## config.mk

```make
export PLATFORM = sky130hd
export DESIGN_NAME = lsd_link_status_doorbell_regs
export DESIGN_NICKNAME = d
export VERILOG_FILES = /design/src/lsd_pkg.sv /design/src/lsd_sync.sv /design/src/lsd_link_status_doorbell_regs.sv
export VERILOG_INCLUDE_DIRS = /design/src /design/src/src
export SDC_FILE = /design/constraint.sdc
export NUM_CORES = 1
export LEC_CHECK = 0
export ABC_AREA = 1
export BUFFER_PORTS_ARGS = -buffer_cell sky130_fd_sc_hd__clkbuf_2
export CELL_PAD_IN_SITES_DETAIL_PLACEMENT = 1
export CELL_PAD_IN_SITES_GLOBAL_PLACEMENT = 1
export CORE_MARGIN = 5
export CORE_UTILIZATION = 36
export DETAILED_ROUTE_END_ITERATION = 8
export GPL_TIMING_DRIVEN = 0
export PLACE_DENSITY = 0.88
export SYNTH_ARGS = -nofsm -noshare
export SYNTH_HDL_FRONTEND = slang
export SYNTH_SLANG_ARGS = --single-unit
```

## constraint.sdc

```tcl
create_clock -name sys_clk -period 1.4 [get_ports sys_clk]
set_input_delay 0.21 -clock sys_clk [delete_from_list [all_inputs] [get_ports sys_clk]]
set_output_delay 0.21 -clock sys_clk [all_outputs]
set_load 0.01 [all_outputs]
```

## src/lsd_regs.svh

```systemverilog
// Register offsets, field layouts and reset values of the link status / doorbell block.
// Assumes a 12-bit register byte offset within the port's register space.
`ifndef LSD_REGS_SVH
`define LSD_REGS_SVH

`define LSD_OFF_EVENT_MASK   12'h908
`define LSD_OFF_STATE_VEC    12'h90c
`define LSD_OFF_DOORBELL     12'h910
`define LSD_OFF_LINK_DOWN    12'h904
`define LSD_PORT_MASK        32'h00ff000f
`define LSD_EVENT_MASK_RST   32'h00ff000f
`define LSD_DOORBELL_MASK    32'h0000000f
`define LSD_DOORBELL_W       4

`endif

```

## src/lsd_pkg.sv

```systemverilog
// Types shared by the link status / doorbell register files.
// Assumes lsd_regs.svh sits on the include path.
`default_nettype none
package lsd_pkg;
    typedef logic [31:0] lsd_word_t;
    typedef logic [11:0] lsd_addr_t;
    typedef enum logic { LSD_SRC_MGMT, LSD_SRC_VSW } lsd_src_t;
endpackage
`default_nettype wire

```

## src/lsd_sync.sv

```systemverilog
// Two-stage synchroniser for the per-port data link state pins.
// Assumes the link state arrives asynchronously to sys_clk.
`default_nettype none
module lsd_sync (
    // Clock and reset
    input  wire logic        sys_clk,
    input  wire logic        rst_b,
    // Data
    input  wire logic [31:0] asyncIn,
    output logic      [31:0] syncOut
);
    logic [31:0] stage1;

    always_ff @(posedge sys_clk) begin
        if (!rst_b) begin
            stage1  <= 32'h0;
            syncOut <= 32'h0;
        end else begin
            stage1  <= asyncIn;
            syncOut <= stage1;
        end
    end
endmodule
`default_nettype wire

```

## src/lsd_link_status_doorbell_regs.sv

```systemverilog
// Link event mask, link state vector, link-down flags and doorbell registers.
// Assumes a single-cycle register port; writes from both software sources share it.
//
// Function
// RULE1 - Mask bits 20..23 gate port link interrupts; 1 masks, reset 1, sticky.
// RULE2 - Mask bits 0..3 and 16..19 gate likewise; other bits reserved.
// RULE3 - State bits 0..3 show ports 0..3 data link active; reset 0.
// RULE4 - State bits 16..23 show ports 16..23 active; other bits read zero.
// RULE5 - A set mask bit suppresses that port's link interrupt.
// RULE6 - Link-down flag sets on active-to-inactive; cleared by writing one.
// RULE7 - Virtual switch upstream write of one sets doorbell bit and interrupts.
// RULE8 - Management write of one clears only those doorbell bits.
// RULE9 - Doorbell resets zero; bits 31..4 read zero, writes ignored.
// RULE10 - Interrupt is OR of unmasked pending link events and doorbells.
`include "lsd_regs.svh"
`default_nettype none
module lsd_link_status_doorbell_regs (
    // Clock and resets
    input  wire logic              sys_clk,
    input  wire logic              rst_b,
    input  wire logic              powerOnRst_b,
    // Register port
    input  wire logic              regWrite,
    input  wire logic              regRead,
    input  wire lsd_pkg::lsd_addr_t regAddr,
    input  wire lsd_pkg::lsd_word_t regWrData,
    input  wire lsd_pkg::lsd_src_t  regSrc,
    output lsd_pkg::lsd_word_t      regRdData,
    output logic                   regRdValid,
    // Link state pins
    input  wire logic [31:0]       dlActive,
    // Interrupt toward the management upstream port
    output logic                   mgmtIrq
);
    import lsd_pkg::*;

    // ----------------------------------------
    // Synchronised link state
    // ----------------------------------------
    lsd_word_t linkState;
    lsd_word_t prevState;
    logic [2:0] warmUp;
    // Sync stages hold zero just after reset; no edges until they carry real pins
    wire logic  stateValid = warmUp[2];

    lsd_sync u_sync (
        .sys_clk (sys_clk),
        .rst_b   (rst_b),
        .asyncIn (dlActive),
        .syncOut (linkState)
    );

    // ----------------------------------------
    // Decode
    // ----------------------------------------
    function automatic logic hit(input lsd_addr_t a, input lsd_addr_t off);
        hit = (a == off);
    endfunction

    wire logic wrMask   = regWrite && hit(regAddr, `LSD_OFF_EVENT_MASK) && regSrc == LSD_SRC_MGMT;
    wire logic wrDown   = regWrite && hit(regAddr, `LSD_OFF_LINK_DOWN) && regSrc == LSD_SRC_MGMT;
    wire logic wrDbSet  = regWrite && hit(regAddr, `LSD_OFF_DOORBELL) && regSrc == LSD_SRC_VSW;
    wire logic wrDbClr  = regWrite && hit(regAddr, `LSD_OFF_DOORBELL) && regSrc == LSD_SRC_MGMT;

    // ----------------------------------------
    // Registers
    // ----------------------------------------
    lsd_word_t                  eventMask;
    lsd_word_t                  linkDown;
    logic [`LSD_DOORBELL_W-1:0] doorbell;

    wire lsd_word_t stateVec = linkState & `LSD_PORT_MASK;                     // [RULE3] [RULE4]
    wire lsd_word_t downEdge = prevState & ~linkState & {32{stateValid}} & `LSD_PORT_MASK;
    wire lsd_word_t upEdge   = ~prevState & linkState & {32{stateValid}} & `LSD_PORT_MASK;
    wire logic [`LSD_DOORBELL_W-1:0] dbWr = regWrData[`LSD_DOORBELL_W-1:0];

    wire lsd_word_t next_linkDown = (linkDown & ~(wrDown ? regWrData : 32'h0)) | downEdge; // [RULE6]
    wire logic [`LSD_DOORBELL_W-1:0] next_doorbell =
        (doorbell & ~(wrDbClr ? dbWr : 4'h0)) | (wrDbSet ? dbWr : 4'h0);       // [RULE7] [RULE8]

    // Mask is sticky: only a power-on reset restores it
    always_ff @(posedge sys_clk) begin
        if (!powerOnRst_b)
            eventMask <= `LSD_EVENT_MASK_RST;                                   // [RULE1]
        else if (wrMask)
            eventMask <= regWrData & `LSD_PORT_MASK;                            // [RULE1] [RULE2]
    end

    // Link-up events are pulses with no flag register; latched here so they are not lost
    lsd_word_t linkUp;
    wire lsd_word_t next_linkUp = (linkUp & ~(wrDown ? regWrData : 32'h0)) | upEdge;

    always_ff @(posedge sys_clk) begin
        if (!rst_b) begin
            prevState  <= 32'h0;
            warmUp     <= 3'h0;
            linkDown   <= 32'h0;
            linkUp     <= 32'h0;
            doorbell   <= 4'h0;                                                 // [RULE9]
        end else begin
            prevState  <= linkState;
            warmUp     <= {warmUp[1:0], 1'b1};
            linkDown   <= next_linkDown & `LSD_PORT_MASK;
            linkUp     <= next_linkUp & `LSD_PORT_MASK;
            doorbell   <= next_doorbell;
        end
    end

    // ----------------------------------------
    // Interrupt
    // ----------------------------------------
    wire lsd_word_t linkPend = (linkDown | linkUp) & ~eventMask;                // [RULE5]
    wire logic      irqNext  = (|linkPend) || (|doorbell);                      // [RULE10]

    always_ff @(posedge sys_clk) begin
        if (!rst_b)
            mgmtIrq <= 1'b0;
        else
            mgmtIrq <= irqNext;
    end

    // ----------------------------------------
    // Read path
    // ----------------------------------------
    lsd_word_t rdMux;
    always_comb begin
        case (regAddr)
            `LSD_OFF_EVENT_MASK: rdMux = eventMask;
            `LSD_OFF_STATE_VEC:  rdMux = stateVec;                              // [RULE4]
            `LSD_OFF_DOORBELL:   rdMux = {28'h0, doorbell};                     // [RULE9]
            `LSD_OFF_LINK_DOWN:  rdMux = linkDown;
            default:             rdMux = 32'h0;
        endcase
    end

    always_ff @(posedge sys_clk) begin
        if (!rst_b) begin
            regRdData  <= 32'h0;
            regRdValid <= 1'b0;
        end else begin
            regRdData  <= regRead ? rdMux : 32'h0;
            regRdValid <= regRead;
        end
    end
endmodule
`default_nettype wire

```

Word level (Yosys, flattened, before mapping). Cells that the tools add are included.

Register bits: 149. Output and inout port bits: 34.

Bitwise gates (word level): 18. Multiplexer cells: 5. Reduce and logical (&&, ||, !) cells: 11. Eq/ne operators: 4.

Operator list (count): AND 24 bit (6); case mux 24 bit (4 select lines) (1); inverter 24 bit (3); bitwise OR 24 bit (3); == test 12 bit (second input constant) (4); AND 32 bit (1); inverter 24 -> 32 bit (1); OR reduction 32 bit (1); 2-to-1 mux 24 bit (1); 2-to-1 mux 4 bit (2); logical AND 1 bit (7); AND 4 bit (1); inverter 4 bit (1); bitwise OR 4 bit (1); OR reduction 4 bit (1); AND reduction 2 bit (1); logical OR 1 bit (1); 2-to-1 mux 1 bit (1); inverter 1 bit (1).

Depth between registers and ports, before layout. Gate-level depths: netlist of run 1.

Depth in word-level cells: 7. Mapped depth: 9.

Cells and area by module. A second synthesis of run 1 with hierarchy kept.

Cell total of the unflattened synthesis: 641. Area, all modules: 5047.3 um^2.

Modules (own cells, without submodules): lsd_link_status_doorbell_regs (cells an instance 442, instances 1, area each 3206.8 um^2); lsd_sync (cells an instance 199, instances 1, area each 1840.5 um^2).

Least setup slack after synthesis of run 1. OpenSTA, ideal clock, no wires.

Kind: input port to flip-flop. From: in regAddr[1]. To: reg eventMask[17]. Cell stages on the path: 7. Library setup time: 0.134 ns. Arrival: 1.043 ns. Data required time: 1.266 ns. Buffers on the path: 1. Path slack: 0.223 ns. Path through: nor2_2 -> nand2_1 -> nor2_4 -> nand3_2 -> buf_2 -> nand2_1 -> nand3_1.

Cells in the longest elaborated chain, start to end: 3.

Ends and longest elaborated chain: start, declared (RTL line lsd_link_status_doorbell_regs.sv:25) `input wire lsd_pkg::lsd_addr_t regAddr,`; == test 12 bit (RTL line lsd_link_status_doorbell_regs.sv:57) `hit = (a == off);`; logical AND 1 bit (2 in a row) (RTL line lsd_link_status_doorbell_regs.sv:60) `` wire logic wrMask = regWrite && hit(regAddr, `LSD_OFF_EVENT_MASK) && regSrc == LSD_SRC_MGMT; ``; end signal, assigned (RTL line lsd_link_status_doorbell_regs.sv:84) `` eventMask <= `LSD_EVENT_MASK_RST; ``; end signal, assigned (RTL line lsd_link_status_doorbell_regs.sv:86) `` eventMask <= regWrData & `LSD_PORT_MASK; ``; end, declared (RTL line lsd_link_status_doorbell_regs.sv:68) `lsd_word_t eventMask;`.

No other way between the ends. A chain may end at the register's enable or synchronous reset.

Final worst setup path of run 1.
From: reg warmUp[2]. To: reg linkUp[3].

Cells in the longest elaborated chain, start to end: 2.

Ends and longest elaborated chain: start, declared (RTL line lsd_link_status_doorbell_regs.sv:42) `logic [2:0] warmUp;`; start signal, assigned (RTL line lsd_link_status_doorbell_regs.sv:102) `warmUp <= {warmUp[1:0], 1'b1};`; AND 24 bit (RTL line lsd_link_status_doorbell_regs.sv:74) `` wire lsd_word_t upEdge = ~prevState & linkState & {32{stateValid}} & `LSD_PORT_MASK; ``; bitwise OR 24 bit (RTL line lsd_link_status_doorbell_regs.sv:91) `wire lsd_word_t next_linkUp = (linkUp & ~(wrDown ? regWrData : 32'h0)) | upEdge;`; end signal, assigned (RTL line lsd_link_status_doorbell_regs.sv:104) `` linkUp <= next_linkUp & `LSD_PORT_MASK; ``; end, declared (RTL line lsd_link_status_doorbell_regs.sv:90) `lsd_word_t linkUp;`.

No other way between the ends.

==> results.md, run 1 <==
* Crit path kind: flip-flop to flip-flop
* Startpoint types: flip-flop
* Switching Share at 0.259
* Drt pass-1 iters at 4
* Final setup fails at 0
* Layout area overhead at 19.4%
* CTS Root Buffer Type: clkbuf_8
* Vias at 3448
* Vias in the first global route at 3703
* Remaining global-route overflow at 0
* Pwr dens at 1100 mW/mm2
* Largest net degree at the start of global routing at 19
* Area of the multi-input gates at 0.00149 mm2
* F_max at 819 MHz
* DR iter-0 viols at 169
* DR WL/cell at 14.0 um
* Cell Chain, Critical Path: clkbuf_2 -> nand2_1 -> a21oi_1
* Synth unique cells at 25
* CTS tree: done
* TritonCTS Buffers at 9
* Netlist Area Pre-Place at 0.00378 mm2
* Final hold slack at 0.0215 ns
* Fillers at 1370
* Critical path's largest stage delay at 0.47 ns
* Share of layout cells above drive strength 1 at 0.190
* Status: finished, final reports clean
* Final Cycle Share at 0.873
* Part of the power in registers at 0.546
* Commonest cells after routing, fill and taps aside: nand2_1, dfxtp_1, nor2_1
* Floorplan core area at 0.0103 mm2
* Clock skew at 0.00662 ns
* Worst Setup SP: warmUp[2]
* Flop2flop setup slack at 0.18 ns
* Hpwl dp at 7860 um
* Final hold vios at 0
* Buffers on Ports at 55
* Reg area at 0.00186 mm2
* P_int at 3690 uW
* Initial core utilization at 0.368
* Most common cell after layout, fill and taps aside: nand2_1
* R2R Path End: linkUp[3]
* Clock transition at path regs at 0.10 ns
* Setup ws final at 0.178 ns
* RSZ-0062 raised after global routing: false
* # rows at 37
* Syn_area_per_cell at 7.33 um2
* Number of max-cap violations at 0
* # IOs at 116
* Seq/Total Area, Yosys at 0.493
* Pre-CTS setup slack at -0.189 ns
* Vias per cell at 4.65
* Worst R2R Path Depth at 3
* Routed wire length at 10400 um
* Synth warn at 0
* Minimum clock period at 1.22 ns
* Routed Antenna Nets at 0
* WP data required at 1.67 ns
* Cts hold-fix bufs at 0
* CP endpoint kind: flip-flop
* Setup Buffers After CTS at 0
* Tot GR Track Use at 0.174
* Worst Tran Pin Value at 0.675 ns
* Residual DRC count at 0
* Final Max Slew Viols at 0
* Leak at 0.00229 uW
* Buffer levels on the longest clock path at 2
* Crit-path max FO at 10
* First-pass GRT wire length at 17800 um
* Reg-to-reg startpoint: warmUp[2]
* RePlAce Congestion at 0.842
* Max VDD drop at 0.000413 V
* Combinational share of power at 0.063
* Die area at 0.0126 mm2
* Nets at 683
* Die W at 112 um
* Setup crit end: linkUp[3]
* Clock share of power at 0.391
* Die Ht at 112 um
* Initial antenna violation count at 0
* Worst-skew pair later-pin latency at 0.37 ns
* Rel. slew slack at 0.550
* Crit-path slowest cell: dfxtp_1
* Critical path arrival at 1.50 ns
* Net switching power at 1290 uW
* Cell count after synthesis at 516
* H-tree depth at 3
* Number of diodes at 0
* HP Class: input port to flip-flop
* Number of synthesized register bits at 93
* Clk sinks at 93
[layout make-up]
cell class / instances / area share
sequential: 93 / 0.413
multi-input combinational: 336 / 0.329
timing repair buffer: 55 / 0.0610
buffer: 40 / 0.0571
inverter: 66 / 0.0549
tap: 136 / 0.0377
clock buffer: 9 / 0.0274
clock inverter: 7 / 0.0200
[layer usage]
layer,global-route usage,vias up,wire (um)
li1,-,1744,-
met2,0.308,101,5090
met4,0.0625,0,230
met3,0.0318,16,559
met1,0.210,1587,4530
met5,0,-,0
[how the worst min path moves through the flow]
stage,start,to,slack (ns),cells after the start
2_1_floorplan,rst_b,warmUp[0],0.24,0
3_3_place_gp,warmUp[1],warmUp[2],0.39,2
3_5_place_dp,dlActive[1],u_sync.stage1[1],0.40,3
4_1_cts,dlActive[20],u_sync.stage1[20],0.01,3
5_1_grt,dlActive[0],u_sync.stage1[0],0.01,3
6_report,dlActive[1],u_sync.stage1[1],0.02,3
[power by group through the flow]
stage	Combinational [uW]	Sequential, uW	Clock [uW]
floorplan	188	2780	0
global placement	302	2780	0
detailed placement	311	2780	0
CTS	313	2720	1970
global route	358	2730	2080
finish	314	2720	1950
[critical path, delay by kind of cell (launching register included)]
kind            cells  cell delay [ns]
flops               1             0.47
buf+inv             1             0.32
compound gates      1             0.24
simple gates        1             0.11
[flip-flops by register name, indices dropped and copies added, names as in the netlist]
name,flops
regRdData,12
linkDown,12
u_sync.syncOut,12
warmUp,3
eventMask,12
prevState,12
linkUp,12
regRdValid,1
doorbell,4
mgmtIrq,1
u_sync.stage1,12
[through the flow]
| step | instances | TNS [ns] | util | instance area, um2 | power, uW |
|---|---|---|---|---|---|
| floorplan | 535 | 0 | - | 3850 | 2970 |
| global placement | 726 | -2.72 | 0.418 | 4300 | 3080 |
| detailed placement | 726 | -4.15 | 0.418 | 4300 | 3100 |
| CTS | 742 | 0 | 0.439 | 4510 | 5010 |
| global route | 742 | 0 | 0.439 | 4510 | 5170 |
| finish | 742 | 0 | 0.439 | 4510 | 4980 |
[what timing repair did]
| action | in CTS | in global routing |
|---|---|---|
| endpoints found under the setup margin | 1 | 7 |
| endpoints found under the hold margin | 0 | 0 |
| gates resized for setup | 1 | 2 |
| pin swaps | 0 | 0 |
[cells in the mapped netlist, drive strengths merged]
master / count / area share
nand2: 128 / 0.13
dfxtp: 93 / 0.49
nor2: 72 / 0.080
inv: 66 / 0.066
nand3: 50 / 0.068
buf: 34 / 0.062
a21oi: 27 / 0.036
nand4: 21 / 0.035
o21ai: 13 / 0.017
clkbuf: 6 / 0.0060
o21bai: 2 / 0.0040
and3: 1 / 0.0017
conb: 1 / 0.00099
o211ai: 1 / 0.0020
o22ai: 1 / 0.0017
[logic make-up (layout without fill, tap and decap cells)]
logic type      Yosys count  in the layout  share of synthesized area
simple gates            272            272                      0.313
compound gates           44             44                     0.0606
flops                    93             93                      0.493
other cells               1             20                   0.000992
buf+inv                 106            177                      0.133
(Power assumes the default switching activity.)
==> inputs of run 2 (changes only) <==
- CORE_UTILIZATION: 36 -> 39
- PLACE_DENSITY: 0.88 -> 0.87
- SYNTH_HIERARCHICAL: unset -> 1
==> run 2 against run 1 <==
Clock-buffer cell count grew 1; hold slack improved by 0.0044 ns; combinational power up 14%; area after synthesis is 4.4% higher; first-iteration DRC count up 12%; clock skew up 0.0033 ns; via count rose by 0.61%; critical path depth up 4; highest routed layer unchanged; total power grew 2.5%; core utilization rose by 3.9 points; worst setup slack got worse by 0.035 ns.
==> results.md, run 2 <==
* Critical path's largest stage delay at 0.47 ns
* Commonest cells after routing, fill and taps aside: nand2_1, dfxtp_1, inv_1
* DR iter-0 viols at 190
* Die Ht at 111 um
* Cell Chain, Critical Path: clkbuf_2 -> inv_1 -> nor2_1 -> buf_2 -> nand4_1 -> nand2_1 -> a21oi_1
* Worst Tran Pin Value at 0.628 ns
* Flop2flop setup slack at 0.14 ns
* TritonCTS Buffers at 9
* Met2 Wirelength at 5120 um
* Max VDD drop at 0.000475 V
* Crit-path max FO at 10
* Layout area overhead at 19.0%
* HP Class: input port to flip-flop
* Final Max Slew Viols at 0
* Buffer levels on the longest clock path at 2
* First-pass GRT wire length at 17700 um
* Remaining global-route overflow at 0
* Vias per cell at 4.66
* Fillers at 1282
* CP endpoint kind: flip-flop
* Top Metal Used: met4
* Residual DRC count at 0
* WL met3 at 464 um
* R2R Path End: mgmtIrq
* WP data required at 1.63 ns
* Worst R2R Path Depth at 4
* Number of diodes at 0
* Initial antenna violation count at 0
* Leak at 0.00235 uW
* Final setup fails at 0
* H-tree depth at 3
* Largest net degree at the start of global routing at 17
* Initial core utilization at 0.402
* Number of max-cap violations at 0
* Floorplan core area at 0.00982 mm2
* Rel. slew slack at 0.580
* Net switching power at 1250 uW
* Clock transition at path regs at 0.09 ns
* Setup Buffers After CTS at 0
* Switching Share at 0.244
* Buffers on Ports at 54
* Clk sinks at 93
* Tot GR Track Use at 0.174
* # IOs at 116
* Vias in the first global route at 3642
* CTS tree: done
* Nets at 688
* Startpoint types: input port
* Total negative slack at 0 ns
* Critical path arrival at 1.49 ns
* Setup ws final at 0.143 ns
* Reg-to-reg startpoint: doorbell[3]
* RePlAce Congestion at 0.870
* Syn_area_per_cell at 7.57 um2
* Clock share of power at 0.397
* Routed Antenna Nets at 0
* Combinational share of power at 0.070
* Placed instance area at 0.00445 mm2
* Routed wire length at 10400 um
* Final hold vios at 0
* Setup crit end: linkDown[16]
* Worst-skew pair later-pin latency at 0.36 ns
* Pre-CTS setup slack at -0.236 ns
* Minimum clock period at 1.26 ns
* Share of layout cells above drive strength 1 at 0.219
* Die area at 0.0122 mm2
* Cell count after synthesis at 521
* Final hold slack at 0.0259 ns
* Synth warn at 6
* Vias at 3469
* WL met1 at 4700 um
* # rows at 36
* Worst Setup SP: regWrite
* WHS Path Cells at 3
* RSZ-0062 raised after global routing: false
* Crit-path slowest cell: nor2_1
* Most common cell after layout, fill and taps aside: nand2_1
* Non-filler cells, final at 744
* Status: finished, final reports clean
* Crit path kind: input port to flip-flop
* # placed instances at 727
* Die W at 111 um
* Hpwl dp at 8300 um
* Final Cycle Share at 0.898
* Clock skew at 0.00993 ns
* Netlist Area Pre-Place at 0.00395 mm2
* CTS Root Buffer Type: clkbuf_8
* DR WL/cell at 14.0 um
* Part of the power in registers at 0.532
* Drt pass-1 iters at 4
* Pwr dens at 1090 mW/mm2
* P_int at 3870 uW
* F_max at 796 MHz
* Post-Layout Inst Area at 0.00469 mm2
run 2: layout make-up:
type                            instances  area [um2]  area share
Buffer                                 47         355      0.0757
Clock buffer                           10         128      0.0272
Clock inverter                          6        93.8      0.0200
Inverter                               73         275      0.0586
Multi-Input combinational cell        327        1530       0.327
Sequential cell                        93        1860       0.397
Tap cell                              133         166      0.0354
Timing Repair Buffer                   55         280      0.0597
run 2: how the worst min path moves through the flow:
stage                 start           endpoint  slack (ns)
2_1_floorplan         rst_b          warmUp[0]        0.24
3_3_place_gp          rst_b          warmUp[0]        0.36
3_5_place_dp          rst_b          warmUp[0]        0.37
4_1_cts        dlActive[22]  u_sync/stage1[22]        0.02
5_1_grt         dlActive[2]   u_sync/stage1[2]        0.03
6_report       dlActive[21]  u_sync/stage1[21]        0.03
run 2: per-stage QoR:
stage	utilization	total power [uW]
3_3_place_gp	0.454	3120
3_5_place_dp	0.454	3130
4_1_cts	0.477	5130
5_1_grt	0.478	5300
2_1_floorplan	-	3000
6_report	0.478	5110
run 2: per-layer routing:
metal / vias up / global-route usage
li1: 1775 / -
met1: 1590 / 0.217
met2: 91 / 0.305
met3: 13 / 0.0252
met4: 0 / 0.0632
met5: - / 0
run 2: critical path: cells and delay by family:
kind            cells  cell delay, ns
simple gates        3            0.74
buf+inv             3            0.46
compound gates      1            0.06
run 2: power by group through the flow:
stage	clock [uW]	combinational (uW)	sequential (uW)
finish	2030	358	2720
floorplan	0	225	2780
CTS	2060	357	2720
global placement	0	341	2780
global route	2170	403	2730
detailed placement	0	352	2780
run 2: what timing repair did:
action | 4_1_cts | 5_1_grt
setup endpoints to repair | 0 | 3
resized for setup | 0 | 3
hold buffers | 1 | 0
hold endpoints to repair | 1 | 0
==> inputs of run 3 (changes only) <==
- ABC_AREA: 1 -> unset
- CORE_UTILIZATION: 39 -> 41
- PLACE_DENSITY: 0.87 -> 0.88
==> run 3 against run 2 <==
Sequential share of layout area is 0.34 points lower; first-iteration DRC count is 27% lower; sequential power hardly changed; wire length is 7.1% higher; global-route usage is 2.2 points higher; clock power is 6% higher; register-to-register slack worse by 0.05 ns; non-clock buffer count is 2 higher; clock-buffer cell count is 2 higher; cell count is 15% lower; synthesized cell count is 20% lower; largest cell class unchanged; largest power group unchanged; highest routed layer is now met5.
==> results.md, run 3 <==
* Worst R2R Path Depth at 4
* # rows at 35
* Critical path arrival at 1.63 ns
* Die Ht at 107 um
* Hpwl dp at 8070 um
* Syn_area_per_cell at 9.33 um2
* Number of max-cap violations at 0
* Number of diodes at 0
* Non-filler cells, final at 636
* Die area at 0.0115 mm2
* Synth warn at 6
* # placed instances at 618
* Remaining global-route overflow at 0
* Vias per cell at 5.33
* Vias at 3393
* Residual DRC count at 0
* Cts hold-fix bufs at 0
* DR iter-0 viols at 138
* Total negative slack at 0 ns
* Crit. path cell count at 6
* Crit path kind: input port to flip-flop
* Delay-heaviest family, CP: simple AND/OR/NAND/NOR gates
* DR WL/cell at 17.6 um
* Final Max Slew Viols at 0
* Cell count after synthesis at 416
* TritonCTS Buffers at 9
* Die W at 107 um
* Final setup fails at 0
* Max VDD drop at 0.000453 V
* Crit-path slowest cell: or3_4
* Pwr dens at 1110 mW/mm2
* Rel. slew slack at 0.593
* Worst-skew pair later-pin latency at 0.37 ns
* Initial antenna violation count at 0
* Layout area overhead at 22.0%
* Tot GR Track Use at 0.196
* Status: finished, final reports clean
* Fillers at 1094
* Clock transition at path regs at 0.09 ns
* Cell Chain, Critical Path: clkbuf_2 -> or3_4 -> nor4b_4 -> and3_4 -> clkbuf_16 -> a31oi_1
* Largest net degree at the start of global routing at 19
* Leak at 0.00196 uW
* CTS Root Buffer Type: clkbuf_8
* CP endpoint kind: flip-flop
* WHS Path Cells at 2
* Flop2flop setup slack at 0.09 ns
* F_max at 724 MHz
* Nets at 584
* # IOs at 116
* Routed Antenna Nets at 0
* Routed wire length at 11200 um
* Startpoint types: input port
* Share of layout cells above drive strength 1 at 0.318
* Drt pass-1 iters at 5
* H-tree depth at 3
* Most common cell after layout, fill and taps aside: dfxtp_1
* Final Core Density at 0.513
* Clock skew at 0.0177 ns
* Floorplan core area at 0.00924 mm2
* Buffers on Ports at 54
* RSZ-0062 raised after global routing: true
* Commonest cells after routing, fill and taps aside: dfxtp_1, clkbuf_2, nand2_1
* Final Cycle Share at 0.987
* Initial core utilization at 0.420
* Clk sinks at 93
* RePlAce Congestion at 0.878
* Crit-path max FO at 8
* HP Class: input port to flip-flop
* Buffer levels on the longest clock path at 2
* First-pass GRT wire length at 17400 um
* Netlist Area Pre-Place at 0.00388 mm2
* Vias in the first global route at 3470
* WP data required at 1.65 ns
* Buf/Inv on CP at 2
* CTS tree: done
* Minimum clock period at 1.38 ns
* Critical path's largest stage delay at 0.44 ns
* Worst Tran Pin Value at 0.610 ns
* Final hold vios at 0
run 3: final cells by class:
cell class                 instances  area [um2]  area share
clock buffer                      12         145      0.0306
buffer                            44         287      0.0605
clock inverter                     4        95.1      0.0201
tap                              129         161      0.0341
inverter                           5        18.8     0.00396
multi-input combinational        289        1820       0.384
timing repair buffer              60         350      0.0739
sequential                        93        1860       0.393
run 3: power breakdown:
part           internal, uW  switching (uW)
logic                   178             209
registers              2700            31.5
clock network          1240             919
total                  4110            1160
run 3: what timing repair did:
| item | CTS | global route |
|---|---|---|
| setup endpoints to repair | 39 | 40 |
| setup buffers | 1 | 3 |
| pin swaps | 1 | 3 |
| resized for setup | 5 | 15 |
| hold endpoints to repair | 0 | 0 |
| gates cloned | 0 | 2 |
run 3: final timing paths:
kind                 startpoint           end
hold / removal    regWrData[18]  linkDown[18]
setup / recovery     regAddr[1]   linkDown[3]
setup reg to reg    linkDown[2]       mgmtIrq
hold reg to reg       warmUp[1]     warmUp[2]
run 3: through the flow:
step	total power, uW	area [um2]	hold slack (ns)	worst slack [ns]
floorplan	3000	3970	0.238	-0.0498
global placement	3150	4400	0.415	-0.406
detailed placement	3170	4400	0.420	-0.553
CTS	5300	4660	0.0502	0.00159
global route	5480	4740	0.0538	-0.0288
finish	5270	4740	0.0616	0.0184
run 3: layer usage:
layer  track usage  part of all wire
met1         0.239              0.42
met2         0.328              0.49
met3        0.0480             0.070
met4        0.0840             0.027
met5             0           0.00089
run 3: worst reg2reg max path: stages (launching register included):
cell,delay [ns]
dfxtp_1,0.34
nor2_1,0.19
o22ai_1,0.14
nor4_1,0.36
a21oi_1,0.14
